### src/sfm_defs.svh
`ifndef SFM_DEFS_SVH
`define SFM_DEFS_SVH
// Notes on behaviour
// [RULE_01] Every present line readable as digital input
// [RULE_02] Any present line can stop a motion
// [RULE_03] Kill on lines 1-3; all lines later
// [RULE_04] Line 1 triggers modulo output when present
// [RULE_05] Every present line drivable as program output
// [RULE_06] Only lines 4-7 may be analog inputs
// [RULE_07] Lines 1-3 may output raw encoder signals
// [RULE_08] Lines 4-6 buffer internal or external encoder
// [RULE_09] Lines 6-7 output scaled encoder, gated
// [RULE_10] External encoder accepted on lines 2-6
// [RULE_11] External count as feedback or master
// [RULE_12] Line 2 as 25kHz PWM, width per cycle
// [RULE_13] Line 1 done output, selectable active level
// [RULE_14] Line 1 position compare, single or cyclic
// [RULE_15] Lines 101+ only on expanded variants
// [RULE_16] Encoder-assigned line locked from other functions
// [RULE_17] Inputs sampled once per servo cycle
// [RULE_18] Reset makes every line a digital input

// ----------------------------------------------------------
// Timing
// ----------------------------------------------------------
`define SFM_CLK_PERIOD_NS   8
`define SFM_SERVO_CYCLE_NS  120000
`define SFM_PWM_FREQ_KHZ    25
`define SFM_PWM_PERIOD_NS   (1000000 / `SFM_PWM_FREQ_KHZ)
`define SFM_SERVO_CYC       (`SFM_SERVO_CYCLE_NS / `SFM_CLK_PERIOD_NS)
`define SFM_PWM_CYC         (`SFM_PWM_PERIOD_NS / `SFM_CLK_PERIOD_NS)

// ----------------------------------------------------------
// Line counts and line positions (index 0 is line 1)
// ----------------------------------------------------------
`define SFM_STD_LINES   7
`define SFM_EXP_LINES   16
`define SFM_ADC_BITS    10
`define SFM_LINE_DONE   0
`define SFM_LINE_PWM    1
`define SFM_KILL_HI     2
`define SFM_ENCOUT_HI   2
`define SFM_ANALOG_LO   3
`define SFM_ANALOG_HI   6
`define SFM_BUF_LO      3
`define SFM_BUF_HI      5
`define SFM_MODOUT_LO   5
`define SFM_MODOUT_HI   6
`define SFM_ENCIN_LO    1
`define SFM_ENCIN_HI    5
`define SFM_EXT_A       3
`define SFM_EXT_B       4
`define SFM_EXT_IDX     5
`define SFM_ALT_STEP    1
`define SFM_ALT_DIR     2
`endif

### src/sfm_pkg.sv
package sfm_pkg;
   // Role of one I/O line
   typedef enum logic [3:0] {
      SFM_DIN, SFM_DOUT, SFM_AIN, SFM_ENC_OUT, SFM_ENC_BUF,
      SFM_MOD_TRIG, SFM_MOD_OUT, SFM_ENC_IN, SFM_PWM, SFM_DONE,
      SFM_PCMP
   } sfm_func_t;
endpackage

### src/sfm_pwm.sv
`include "sfm_defs.svh"
module sfm_pwm
   import sfm_pkg::*;
#(
   parameter int PERIOD_CYC = `SFM_PWM_CYC,
   parameter int WB         = 13
) (
   input  wire logic          sys_clk,
   input  wire logic          arst_n,
   input  wire logic          tick,
   input  wire logic          enable,
   input  wire logic [WB-1:0] duty,
   output logic               pwmOut
);
   logic [WB-1:0] cnt;
   logic [WB-1:0] next_cnt;
   logic [WB-1:0] dutyHeld;
   logic [WB-1:0] next_dutyHeld;
   logic          next_pwmOut;

   // Free period counter, width taken once per servo cycle
   always_comb begin
      next_cnt      = (cnt == WB'(PERIOD_CYC - 1)) ? '0 : cnt + 1'b1;
      next_dutyHeld = tick ? duty : dutyHeld;          // RULE_12
      next_pwmOut   = enable && (cnt < dutyHeld);      // RULE_12
   end

   always_ff @(posedge sys_clk or negedge arst_n) begin
      if (!arst_n) begin
         cnt      <= '0;
         dutyHeld <= '0;
         pwmOut   <= 1'b0;
      end else begin
         cnt      <= next_cnt;
         dutyHeld <= next_dutyHeld;
         pwmOut   <= next_pwmOut;
      end
   end
endmodule

### src/sfm_function_mux.sv
`include "sfm_defs.svh"
module sfm_function_mux
   import sfm_pkg::*;
#(
   parameter int SERVO_CYC    = `SFM_SERVO_CYC,
   parameter int PWM_CYC      = `SFM_PWM_CYC,
   parameter bit HAS_EXPANDED = 1'b1,
   parameter bit HAS_MODULO   = 1'b1,
   parameter bit HAS_BUFFER   = 1'b1,
   parameter bit LATER_FW     = 1'b1,
   parameter int NL           = `SFM_STD_LINES + `SFM_EXP_LINES
) (
   input  wire logic        sys_clk,
   input  wire logic        arst_n,
   input  wire logic [6:0]  padIn,
   output logic      [6:0]  padOut,
   output logic      [6:0]  padOe,
   input  wire logic [15:0] expIn,
   output logic      [15:0] expOut,
   output logic      [15:0] expOe,
   input  wire logic        cfgWrite,
   input  wire logic [4:0]  cfgLine,
   input  wire sfm_func_t   cfgFunc,
   output logic             cfgAck,
   output logic             cfgReject,
   output logic      [22:0] lineState,
   input  wire logic [22:0] progOutVal,
   input  wire logic        stopArm,
   input  wire logic [4:0]  stopSel,
   input  wire logic        stopLevel,
   output logic             motionStop,
   input  wire logic [22:0] killMask,
   input  wire logic [22:0] killLevel,
   output logic             killMotor,
   input  wire logic [39:0] adcData,
   output logic      [39:0] analogVal,
   input  wire logic [2:0]  encInt,
   input  wire logic [2:0]  encExtSrc,
   input  wire logic        encoder_mux_cmd,
   input  wire logic [1:0]  modScaled,
   output logic             modGate,
   output logic      [2:0]  extEnc,
   input  wire logic        extAsFeedback,
   input  wire logic        extAsMaster,
   output logic      [2:0]  loopFeedback,
   output logic      [2:0]  gearMaster,
   input  wire logic [12:0] pwmDuty,
   input  wire logic        posErrOk,
   input  wire logic        seqDone,
   input  wire logic        done_active_high_cmd,
   input  wire logic        done_active_low_cmd,
   input  wire logic        position_compare_cmd,
   input  wire logic [31:0] cmpTarget,
   input  wire logic [31:0] cmpPeriod,
   input  wire logic        cmpCyclic,
   input  wire logic [31:0] position
);
   localparam int ADCB = `SFM_ADC_BITS;

   // ----------------------------------------------------------
   // Legality of a role on a line
   // ----------------------------------------------------------
   function automatic logic sfmLegal(input logic [4:0] ln,
                                     input sfm_func_t  fn);
      logic present;
      logic ok;
      present = (ln < 5'(`SFM_STD_LINES))
              || (HAS_EXPANDED && ln < 5'(NL));         // RULE_15
      unique case (fn)
         SFM_DIN, SFM_DOUT: ok = 1'b1;                  // RULE_01 RULE_05
         SFM_AIN:      ok = ln >= 5'(`SFM_ANALOG_LO)
                         && ln <= 5'(`SFM_ANALOG_HI);   // RULE_06
         SFM_ENC_OUT:  ok = HAS_MODULO
                         && ln <= 5'(`SFM_ENCOUT_HI);   // RULE_07
         SFM_ENC_BUF:  ok = HAS_BUFFER && ln >= 5'(`SFM_BUF_LO)
                         && ln <= 5'(`SFM_BUF_HI);      // RULE_08
         SFM_MOD_TRIG: ok = HAS_MODULO && ln == 5'(0);  // RULE_04
         SFM_MOD_OUT:  ok = HAS_MODULO && ln >= 5'(`SFM_MODOUT_LO)
                         && ln <= 5'(`SFM_MODOUT_HI);   // RULE_09
         SFM_ENC_IN:   ok = ln >= 5'(`SFM_ENCIN_LO)
                         && ln <= 5'(`SFM_ENCIN_HI);    // RULE_10
         SFM_PWM:      ok = LATER_FW
                         && ln == 5'(`SFM_LINE_PWM);    // RULE_12
         SFM_DONE, SFM_PCMP: ok = ln == 5'(`SFM_LINE_DONE);
         default:      ok = 1'b0;
      endcase
      return present && ok;
   endfunction

   function automatic logic sfmHighSpeed(input sfm_func_t fn);
      return fn == SFM_ENC_OUT || fn == SFM_ENC_BUF
          || fn == SFM_MOD_OUT || fn == SFM_ENC_IN;
   endfunction

   // ----------------------------------------------------------
   // Pin synchroniser and servo tick
   // ----------------------------------------------------------
   logic [22:0] syncA;
   logic [22:0] syncB;
   logic [15:0] servoCnt;
   logic [15:0] next_servoCnt;
   logic        tick;
   logic        next_tick;

   // Tick marks the last clock of each servo cycle
   always_comb begin
      next_tick     = servoCnt == 16'(SERVO_CYC - 2);
      next_servoCnt = (servoCnt == 16'(SERVO_CYC - 1)) ? '0
                    : servoCnt + 16'h0001;
   end

   always_ff @(posedge sys_clk or negedge arst_n) begin
      if (!arst_n) begin
         syncA    <= '0;
         syncB    <= '0;
         servoCnt <= '0;
         tick     <= 1'b0;
      end else begin
         syncA    <= {expIn, padIn};
         syncB    <= syncA;
         servoCnt <= next_servoCnt;
         tick     <= next_tick;
      end
   end

   // ----------------------------------------------------------
   // Line configuration
   // ----------------------------------------------------------
   sfm_func_t lineFunc      [NL];
   sfm_func_t next_lineFunc [NL];
   logic      next_cfgAck;
   logic      next_cfgReject;
   logic      cfgLocked;

   // Store a role only if legal and the line is not held
   always_comb begin
      next_lineFunc  = lineFunc;
      cfgLocked      = 1'b0;
      next_cfgAck    = 1'b0;
      next_cfgReject = 1'b0;
      if (cfgLine < 5'(NL)) begin
         cfgLocked = sfmHighSpeed(lineFunc[cfgLine])
                  && cfgFunc != SFM_DIN
                  && cfgFunc != lineFunc[cfgLine];   // RULE_16
      end
      if (cfgWrite) begin
         if (sfmLegal(cfgLine, cfgFunc) && !cfgLocked) begin
            next_lineFunc[cfgLine] = cfgFunc;
            next_cfgAck            = 1'b1;
         end else begin
            next_cfgReject = 1'b1;                    // RULE_15 RULE_16
         end
      end
   end

   always_ff @(posedge sys_clk or negedge arst_n) begin
      if (!arst_n) begin
         for (int i = 0; i < NL; i++) begin
            lineFunc[i] <= SFM_DIN;                   // RULE_18
         end
         cfgAck    <= 1'b0;
         cfgReject <= 1'b0;
      end else begin
         lineFunc  <= next_lineFunc;
         cfgAck    <= next_cfgAck;
         cfgReject <= next_cfgReject;
      end
   end

   // ----------------------------------------------------------
   // Sampled inputs, stop, kill, analog, modulo gate
   // ----------------------------------------------------------
   logic [22:0] killAllowed;
   logic [22:0] next_lineState;
   logic        next_motionStop;
   logic        next_killMotor;
   logic [39:0] next_analogVal;
   logic        next_modGate;
   logic        trigPrev;
   logic        next_trigPrev;

   assign killAllowed = LATER_FW ? '1 : 23'h000007;  // RULE_03

   // Levels move only on the servo tick
   always_comb begin
      next_lineState  = tick ? syncB : lineState;     // RULE_17 RULE_01
      next_motionStop = stopArm && stopSel < 5'(NL)
                     && lineState[stopSel] == stopLevel; // RULE_02
      next_killMotor  = |(killMask & killAllowed
                       & ~(lineState ^ killLevel));   // RULE_03
      next_analogVal  = analogVal;
      next_trigPrev   = trigPrev;
      next_modGate    = modGate;
      if (tick) begin
         for (int k = 0; k < 4; k++) begin
            next_analogVal[k*ADCB +: ADCB] =
               (lineFunc[`SFM_ANALOG_LO + k] == SFM_AIN)
               ? adcData[k*ADCB +: ADCB] : '0;        // RULE_06
         end
         next_trigPrev = syncB[0];
         if (lineFunc[0] == SFM_MOD_TRIG && syncB[0] && !trigPrev) begin
            next_modGate = !modGate;                  // RULE_04
         end
      end
   end

   always_ff @(posedge sys_clk or negedge arst_n) begin
      if (!arst_n) begin
         lineState  <= '0;
         motionStop <= 1'b0;
         killMotor  <= 1'b0;
         analogVal  <= '0;
         trigPrev   <= 1'b0;
         modGate    <= 1'b0;
      end else begin
         lineState  <= next_lineState;
         motionStop <= next_motionStop;
         killMotor  <= next_killMotor;
         analogVal  <= next_analogVal;
         trigPrev   <= next_trigPrev;
         modGate    <= next_modGate;
      end
   end

   // ----------------------------------------------------------
   // External encoder, feedback, done and compare
   // ----------------------------------------------------------
   logic [2:0]  next_extEnc;
   logic        doneHigh;
   logic        next_doneHigh;
   logic        cmpArmed;
   logic        next_cmpArmed;
   logic        cmpHit;
   logic        next_cmpHit;
   logic        cmpRepeat;
   logic        next_cmpRepeat;
   logic [31:0] cmpAt;
   logic [31:0] next_cmpAt;
   logic        pwmLine;

   always_comb begin
      // Quadrature on 4/5, else step/direction on 2/3
      next_extEnc = '0;
      if (lineFunc[`SFM_EXT_A] == SFM_ENC_IN) begin
         next_extEnc[1:0] = {syncB[`SFM_EXT_B], syncB[`SFM_EXT_A]};
      end else if (lineFunc[`SFM_ALT_STEP] == SFM_ENC_IN) begin
         next_extEnc[1:0] = {syncB[`SFM_ALT_DIR], syncB[`SFM_ALT_STEP]};
      end                                             // RULE_10
      if (lineFunc[`SFM_EXT_IDX] == SFM_ENC_IN) begin
         next_extEnc[2] = syncB[`SFM_EXT_IDX];
      end
      next_doneHigh = doneHigh;
      if (done_active_high_cmd) begin
         next_doneHigh = 1'b1;                        // RULE_13
      end else if (done_active_low_cmd) begin
         next_doneHigh = 1'b0;
      end
      next_cmpArmed  = cmpArmed;
      next_cmpAt     = cmpAt;
      next_cmpRepeat = cmpRepeat;
      next_cmpHit    = tick ? 1'b0 : cmpHit;
      if (position_compare_cmd) begin
         next_cmpArmed  = 1'b1;
         next_cmpAt     = cmpTarget;
         next_cmpRepeat = cmpCyclic;
      end else if (tick && cmpArmed && $signed(position)
                   >= $signed(cmpAt)) begin
         next_cmpHit = 1'b1;                          // RULE_14
         if (cmpRepeat) begin
            next_cmpAt = cmpAt + cmpPeriod;
         end else begin
            next_cmpArmed = 1'b0;
         end
      end
   end

   always_ff @(posedge sys_clk or negedge arst_n) begin
      if (!arst_n) begin
         extEnc       <= '0;
         loopFeedback <= '0;
         gearMaster   <= '0;
         doneHigh     <= 1'b1;
         cmpArmed     <= 1'b0;
         cmpHit       <= 1'b0;
         cmpRepeat    <= 1'b0;
         cmpAt        <= '0;
      end else begin
         extEnc       <= next_extEnc;
         loopFeedback <= extAsFeedback ? extEnc : encInt; // RULE_11
         gearMaster   <= extAsMaster ? extEnc : encInt;   // RULE_11
         doneHigh     <= next_doneHigh;
         cmpArmed     <= next_cmpArmed;
         cmpHit       <= next_cmpHit;
         cmpRepeat    <= next_cmpRepeat;
         cmpAt        <= next_cmpAt;
      end
   end

   sfm_pwm #(.PERIOD_CYC(PWM_CYC), .WB(13)) uPwm (
      .sys_clk (sys_clk),
      .arst_n  (arst_n),
      .tick    (tick),
      .enable  (lineFunc[`SFM_LINE_PWM] == SFM_PWM),
      .duty    (pwmDuty),
      .pwmOut  (pwmLine)
   );

   // ----------------------------------------------------------
   // Pin drivers
   // ----------------------------------------------------------
   logic [22:0] pinOut;
   logic [22:0] pinOe;
   logic [22:0] next_pinOut;
   logic [22:0] next_pinOe;
   logic [2:0]  bufSig;

   assign bufSig = encoder_mux_cmd ? encExtSrc : encInt; // RULE_08

   // Each line drives by its role; input roles release it
   always_comb begin
      next_pinOut = '0;
      next_pinOe  = '0;
      for (int i = 0; i < NL; i++) begin
         unique case (lineFunc[i])
            SFM_DOUT: begin
               next_pinOut[i] = progOutVal[i];        // RULE_05
               next_pinOe[i]  = 1'b1;
            end
            SFM_ENC_OUT: begin
               next_pinOut[i] = encInt[i % 3];        // RULE_07
               next_pinOe[i]  = 1'b1;
            end
            SFM_ENC_BUF: begin
               next_pinOut[i] = bufSig[i % 3];        // RULE_08
               next_pinOe[i]  = 1'b1;
            end
            SFM_MOD_OUT: begin
               next_pinOut[i] = modGate && modScaled[i % 2 == 1 ? 0 : 1];
               next_pinOe[i]  = 1'b1;                 // RULE_09
            end
            SFM_PWM: begin
               next_pinOut[i] = pwmLine;              // RULE_12
               next_pinOe[i]  = 1'b1;
            end
            SFM_DONE: begin
               next_pinOut[i] = (posErrOk && seqDone) == doneHigh;
               next_pinOe[i]  = 1'b1;                 // RULE_13
            end
            SFM_PCMP: begin
               next_pinOut[i] = cmpHit;               // RULE_14
               next_pinOe[i]  = 1'b1;
            end
            default: begin
               next_pinOut[i] = 1'b0;
               next_pinOe[i]  = 1'b0;
            end
         endcase
      end
   end

   always_ff @(posedge sys_clk or negedge arst_n) begin
      if (!arst_n) begin
         pinOut <= '0;
         pinOe  <= '0;
      end else begin
         pinOut <= next_pinOut;
         pinOe  <= next_pinOe;
      end
   end

   assign padOut = pinOut[6:0];
   assign padOe  = pinOe[6:0];
   assign expOut = pinOut[22:7];
   assign expOe  = pinOe[22:7];
endmodule

### config.mk
export PLATFORM = sky130hd
export DESIGN_NAME = sfm_function_mux
export DESIGN_NICKNAME = d
export VERILOG_FILES = /design/src/sfm_pkg.sv /design/src/sfm_pwm.sv /design/src/sfm_function_mux.sv
export VERILOG_INCLUDE_DIRS = /design/src /design/src/src
export SDC_FILE = /design/constraint.sdc
export NUM_CORES = 1
export LEC_CHECK = 0
export BUFFER_PORTS_ARGS = -buffer_cell sky130_fd_sc_hd__buf_2
export CORE_ASPECT_RATIO = 2
export CORE_MARGIN = 3
export CORE_UTILIZATION = 45
export CTS_CLUSTER_DIAMETER = 80
export DETAILED_ROUTE_END_ITERATION = 12
export PLACE_DENSITY_LB_ADDON = 0.3
export SYNTH_ARGS = -nofsm -noshare
export SYNTH_HDL_FRONTEND = slang
export SYNTH_SLANG_ARGS = --single-unit
### constraint.sdc
create_clock -name sys_clk -period 3.3 [get_ports sys_clk]
set_input_delay 0 -clock sys_clk [delete_from_list [all_inputs] [get_ports sys_clk]]
set_output_delay 0 -clock sys_clk [all_outputs]
set_load 0.1 [all_outputs]
==> results of run 1 <==
worst min-delay path, delay by kind of cell:
family          cells  cell delay, ns
compound gates      2            0.21
buf+inv             1            0.10
mux                 1            0.12
simple gates        1            0.07
metrics by stage:
| step | instances | hold WS (ns) |
|---|---|---|
| after CTS | 3003 | 0.0000953 |
| after global placement | 2797 | 0.0767 |
| after detailed placement | 2797 | 0.0844 |
| after global routing | 3005 | 0.0446 |
| after floorplan | 1895 | -0.296 |
| final | 3006 | 0.00799 |
kinds of logic after synthesis:
family,after synthesis,share of synthesized area
flops,341,0.457
fa+ha+maj,79,0.0533
compound gates,472,0.157
mux,140,0.0925
xor+xnor,75,0.0352
simple gates,571,0.159
buf+inv,217,0.0461
Yosys cell counts (32+ instances only):
library cell	count
sky130_fd_sc_hd__nor2_1	90
sky130_fd_sc_hd__a211oi_1	33
sky130_fd_sc_hd__nor3_1	47
sky130_fd_sc_hd__ha_1	78
sky130_fd_sc_hd__o21ai_0	161
sky130_fd_sc_hd__a21oi_1	110
sky130_fd_sc_hd__nor2b_1	73
sky130_fd_sc_hd__nand3_1	32
sky130_fd_sc_hd__inv_1	112
sky130_fd_sc_hd__clkbuf_1	83
sky130_fd_sc_hd__nand2_1	164
sky130_fd_sc_hd__dfrtp_1	340
sky130_fd_sc_hd__mux2i_1	50
sky130_fd_sc_hd__mux2_2	58
sky130_fd_sc_hd__xnor2_1	47
registers in the layout, indices dropped and copies added, names as in the netlist, 3 cells and up:
name	count
servoCnt	16
uPwm.cnt	13
syncB	23
pinOe	23
extEnc	3
pinOut	23
analogVal	40
lineState	23
uPwm.dutyHeld	13
syncA	23
cmpAt	32
loopFeedback	3
gearMaster	3
lineFunc	92
timing repair:
item,in CTS,in global routing
buffers inserted,0,0
resized for setup,0,4
hold buffers,145,0
endpoints found under the setup margin,0,22
endpoints found under the hold margin,226,0
area by class of cell:
| type | count | area (sq um) | share of cell area |
|---|---|---|---|
| timing repair buffer | 617 | 4080 | 0.168 |
| clock inverter | 15 | 228 | 0.00939 |
| inverter | 112 | 420 | 0.0173 |
| tap | 535 | 669 | 0.0276 |
| multi-input combinational | 1337 | 9320 | 0.385 |
| sequential | 341 | 8540 | 0.352 |
| clock buffer | 46 | 977 | 0.0403 |
| antenna | 3 | 7.51 | 0.000310 |
report_power, final:
group          leakage (uW)  switching, uW  internal [uW]
sequential          0.00423            135           4330
clock              0.000590           1740           2500
combinational       0.00692           1200            756
total                0.0117           3080           7580
worst max-delay path by stage:
stage / startpoint / cells after the start / endpoint
2_1_floorplan: lineFunc[84]$_DFFE_PN0P_ / 11 / lineFunc[60]$_DFFE_PN0P_
3_3_place_gp: cfgLine[1] / 11 / lineFunc[48]$_DFFE_PN0P_
3_5_place_dp: cfgLine[1] / 12 / lineFunc[77]$_DFFE_PN0P_
4_1_cts: lineFunc[60]$_DFFE_PN0P_ / 10 / lineFunc[4]$_DFFE_PN0P_
5_1_grt: lineFunc[31]$_DFFE_PN0P_ / 9 / lineFunc[48]$_DFFE_PN0P_
6_report: lineFunc[31]$_DFFE_PN0P_ / 9 / lineFunc[24]$_DFFE_PN0P_
metal layers:
metal | wire (um) | vias to the layer above | global-route usage
met4 | 4640 | 4 | 0.180
met3 | 2990 | 228 | 0.0408
met2 | 33600 | 615 | 0.515
li1 | - | 7844 | -
met5 | 27 | - | 0
met1 | 21100 | 8148 | 0.286
==> impl_metrics.ini, run 1 <==
[critical_path]
critical_path.endpoint_type = flip-flop
cp_cell_sequence = mux4_1, a22oi_1, nand4_1, xor2_1, or3b_1, a2bb2oi_2, buf_4, or3_4, mux2_1
cp_data_required_time_ns = 3.71
r2r.worst_path.cells = 9
crit_type = reg -> reg
worst_r2r_endpoint = lineFunc[24]$_DFFE_PN0P_
worstPathArrival_ns = 3.53
critical_path.slowest_cell = sky130_fd_sc_hd__mux4_1
timing.critical_path.max_delay_family = multiplexers
path_buf_inv = 1
rrSetupSlack_ns = 0.18
critical_path_peak_fanout = 11
critical_path.max_stage_delay_ns = 0.60
crit_reg_reg_startpoint = lineFunc[31]$_DFFE_PN0P_
critPathLaunchType = flip-flop

[yosys]
synth_largest_area_cell = sky130_fd_sc_hd__dfrtp_1
syn_nets = 2251
synth_cell_types = 78
synth_flop_cell = sky130_fd_sc_hd__dfrtp_1
syn_inst = 1895
post_synth_instance_area_sq_um = 18700
ys_seq_elements = 341
synth_area_leaders = sky130_fd_sc_hd__dfrtp_1 46%, sky130_fd_sc_hd__ha_1 5.2%, sky130_fd_sc_hd__o21ai_0 4.3%
synth_sequential_area_ratio = 0.457
synth-edff-count = 0
area_share_of_the_largest_cell_type_after_synthesis = 0.455
synth_warnings = 0
synth.avg_cell_area_sq_um = 9.86
synth_async_sr_flop_share = 1.00

[floorplan]
num_io_pins = 400
die_width_um = 150
placement_rows = 105
die_height_um = 294
initial_core_utilization = 0.456
core_sq_um = 41000
die_area_sq_um = 44200

[placed_design]
place_congestion = 1.01
portBuffers = 399
dp_slack_ns = 0.157
dpl_cell_area_sq_um = 21600
detailedPlacementHpwl_um = 46200

[grt]
grt_max_degree = 100
grt.overflow.total = 0
grt_pass1_vias = 17500
groute.usage.overall = 0.278
grt_pass1_wl_um = 95800
number_of_antenna_violations_at_the_first_check_in_global_routing = 5

[cells_and_area]
flow.area_growth_from_synthesis_pct = 29.7
final_cell_area_sq_um = 24200
final_net_count = 2799
drive_above_1_share = 0.256
layout_commonest_cell = sky130_fd_sc_hd__buf_2
final_core_utilization = 0.591
fill_cells = 3462
final_cell_mix = 398 x sky130_fd_sc_hd__buf_2, 339 x sky130_fd_sc_hd__dfrtp_1, 164 x sky130_fd_sc_hd__nand2_1

[sta]
max_clock_freq_ghz = 0.321
rsz0062_at_grt = no
final_min_period_over_clock_period = 0.945
fin_worst_skew_ns = 0.0197
final_critical_path_setup_slack_ns = 0.181
maxSlewHeadroom = 0.229
fin_crit_ns = 3.12
final_hold_viol_count = 0
setup_viol_count_final = 0
setup-tns-final_ns = 0
timing_worst_slew_pin_value_ns = 1.15
finalMaxSlewViolations = 0

[hold_path]
worstHoldEndpoint = pinOut[21]$_DFF_PN0_
hp-start = progOutVal[21]
worstHoldPathCells = 5
type_of_the_most_critical_hold_path = in -> reg

[power]
fin_total_pwr_uw = 10700
power.ir.vdd_worst_mv = 0.484
p_leak_uw = 0.0117
areal_power_density_over_the_cells_nw_per_um2 = 440

[route]
route.detailed.drc = 0
vias = 16800
route.antenna.remaining_nets = 0
avgViaCountPerCell = 5.60
wire_length_reported_by_the_detailed_router_um = 62300
detail_route.first_pass.iterations = 5
drtIter0Drc = 901
wl_per_cell_um = 20.7

[clocking]
worstSkewPairLatency_ns = 0.54
path_clk_slew_ns = 0.06
cts.sink_count = 341
tritoncts = yes
clock_path_buffers = 3
cts.root.buffer_cell = sky130_fd_sc_hd__clkbuf_16
cts_buffers = 34
h-tree-depth = 2

[run_status]
outcome = completed

[job]
maximum_capacitance_violations = 0
Note: power is estimated with default switching activity, not from simulation.
==> inputs of run 2 (changes only) <==
- RECOVER_POWER: default -> 50
==> run 2 against run 1 <==
Effect of this change: the flow now finishes with violations (max-capacitance violations, max-slew violations); critical endpoint unchanged; utilization is 0.082 points lower; largest power group unchanged; critical path depth stayed put; register-to-register slack hardly changed; clock skew hardly changed; setup slack better by 0.0076 ns; clock-buffer cell count stayed put; combinational power hardly changed; via count hardly changed; maximum frequency is 0.24% higher; first-iteration DRC count is 0.67% higher; power hardly changed.
==> impl_metrics.ini, run 2 (same netlist as run 1, synthesis figures left out) <==
[run_status]
outcome = complete, but fails checks
violations_in_the_final_reports = max-capacitance violations, max-slew violations

[hold_path]
worstHoldPathCells = 5
type_of_the_most_critical_hold_path = in -> reg
worstHoldEndpoint = pinOut[21]$_DFF_PN0_
hp-start = progOutVal[21]

[cells_and_area]
seq_area_sq_um = 8540
flow.area_growth_from_synthesis_pct = 29.5
most_flop_heavy_register = lineFunc
final_cell_mix = 398 x sky130_fd_sc_hd__buf_2, 339 x sky130_fd_sc_hd__dfrtp_1, 164 x sky130_fd_sc_hd__nand2_1
registers_with_the_most_flip_flops = lineFunc x92, analogVal x40, cmpAt x32
drive_above_1_share = 0.254
largest_register_ffs = 92
final_net_count = 2799
layout_commonest_cell = sky130_fd_sc_hd__buf_2
multi_input_area_sq_um = 9320
fin_cells = 3006
fill_cells = 3467

[sta]
fin_worst_skew_ns = 0.0201
fin_crit_ns = 3.11
maxSlewHeadroom = -0.759
timing_worst_slew_pin_value_ns = 2.64
final.hold.worst_slack_ns = 0.00776
final_min_period_over_clock_period = 0.943
finalMaxSlewViolations = 149
setup-tns-final_ns = 0
setup_viol_count_final = 0
max_clock_freq_ghz = 0.321
rsz0062_at_grt = no
final_hold_viol_count = 0

[grt]
grt_pass1_wl_um = 95800
grt_pass1_vias = 17500
grt.overflow.total = 0
groute.usage.overall = 0.278
grt_max_degree = 100
number_of_antenna_violations_at_the_first_check_in_global_routing = 5

[clocking]
postCtsSetupBuffers = 0
path_clk_slew_ns = 0.06
clock_path_buffers = 3
cts.root.buffer_cell = sky130_fd_sc_hd__clkbuf_16
cts_buffers = 34
worstSkewPairLatency_ns = 0.54
tritoncts = yes
cts.sink_count = 341
h-tree-depth = 2

[critical_path]
crit_reg_reg_startpoint = lineFunc[31]$_DFFE_PN0P_
critical_path_peak_fanout = 11
critical_path.max_stage_delay_ns = 0.60
critPathLaunchType = flip-flop
crit_path_start = lineFunc[31]$_DFFE_PN0P_
path_buf_inv = 1
crit_type = reg -> reg
timing.critical_path.max_delay_family = multiplexers
r2r.worst_path.cells = 9
cp_cell_sequence = mux4_1, a22oi_1, nand4_1, xor2_1, or3b_1, a2bb2oi_2, buf_4, or3_4, mux2_1
worst_r2r_endpoint = lineFunc[24]$_DFFE_PN0P_
rrSetupSlack_ns = 0.19
cp_data_required_time_ns = 3.71
worstPathArrival_ns = 3.52
critical_path.endpoint_type = flip-flop
critical_path.slowest_cell = sky130_fd_sc_hd__mux4_1

[route]
drtIter0Drc = 907
avgViaCountPerCell = 5.60
wire_length_reported_by_the_detailed_router_um = 62300
detail_route.first_pass.iterations = 5
route.antenna.remaining_nets = 0
met1_length_um = 21100
wl_per_cell_um = 20.7
vias = 16800
route.detailed.drc = 0
top_layer = met5
route.met2.wl_um = 33500
met3RoutedLength_um = 2960

[placed_design]
detailedPlacementHpwl_um = 46200
portBuffers = 399
place_congestion = 1.01
dpl.cell_count = 2797

[floorplan]
die_area_sq_um = 44200
die_height_um = 294
placement_rows = 105
initial_core_utilization = 0.456
core_sq_um = 41000
num_io_pins = 400
die_width_um = 150

[power]
areal_power_density_over_the_cells_nw_per_um2 = 440
p_leak_uw = 0.0117
power.ir.vdd_worst_mv = 0.484

[job]
maximum_capacitance_violations = 2
[run 2: layout make-up]
| type | instances | area share |
|---|---|---|
| Multi-Input combinational cell | 1337 | 0.385 |
| Sequential cell | 341 | 0.353 |
| Timing Repair Buffer | 617 | 0.167 |
| Clock buffer | 46 | 0.0404 |
| Tap cell | 535 | 0.0277 |
| Inverter | 112 | 0.0174 |
| Clock inverter | 15 | 0.00941 |
| Antenna cell | 3 | 0.000310 |
[run 2: timing repair]
item	CTS	global route
resized for setup	0	4
hold buffers	145	0
endpoints found under the setup margin	0	22
hold endpoints to repair	226	0
[run 2: per-stage QoR]
stage / setup WS (ns) / total power (uW) / utilization / area, sq um
floorplan: 0.421 / 5660 / - / 18700
global placement: 0.103 / 6300 / 0.526 / 21600
detailed placement: 0.157 / 6340 / 0.526 / 21600
CTS: 0.180 / 10700 / 0.591 / 24200
global route: 0.0307 / 11100 / 0.590 / 24200
finish: 0.189 / 10700 / 0.591 / 24200
[run 2: worst max-delay path by stage]
| stage | to | slack (ns) | cells after the start |
|---|---|---|---|
| floorplan | lineFunc[60]$_DFFE_PN0P_ | 0.42 | 11 |
| global route | lineFunc[48]$_DFFE_PN0P_ | 0.03 | 9 |
| global placement | lineFunc[48]$_DFFE_PN0P_ | 0.10 | 11 |
| detailed placement | lineFunc[77]$_DFFE_PN0P_ | 0.16 | 12 |
| CTS | lineFunc[4]$_DFFE_PN0P_ | 0.18 | 10 |
| finish | lineFunc[24]$_DFFE_PN0P_ | 0.19 | 9 |
[run 2: per-layer routing]
metal	vias to the layer above	track usage
li1	7845	-
met1	8132	0.286
met3	231	0.0408
met5	-	0
met4	4	0.180
met2	616	0.515
[run 2: power breakdown]
group / switching (uW) / internal, uW
Combinational: 1200 / 754
Sequential: 135 / 4330
Clock: 1740 / 2500
Total: 3080 / 7580
[run 2: worst register-to-register path, cell delays in order, from the launching register on]
cell	delay, ns
sky130_fd_sc_hd__dfrtp_1	0.45
sky130_fd_sc_hd__mux4_1	0.60
sky130_fd_sc_hd__a22oi_1	0.22
sky130_fd_sc_hd__nand4_1	0.15
sky130_fd_sc_hd__xor2_1	0.19
sky130_fd_sc_hd__or3b_1	0.38
sky130_fd_sc_hd__a2bb2oi_2	0.16
sky130_fd_sc_hd__buf_4	0.18
sky130_fd_sc_hd__or3_4	0.35
sky130_fd_sc_hd__mux2_1	0.31
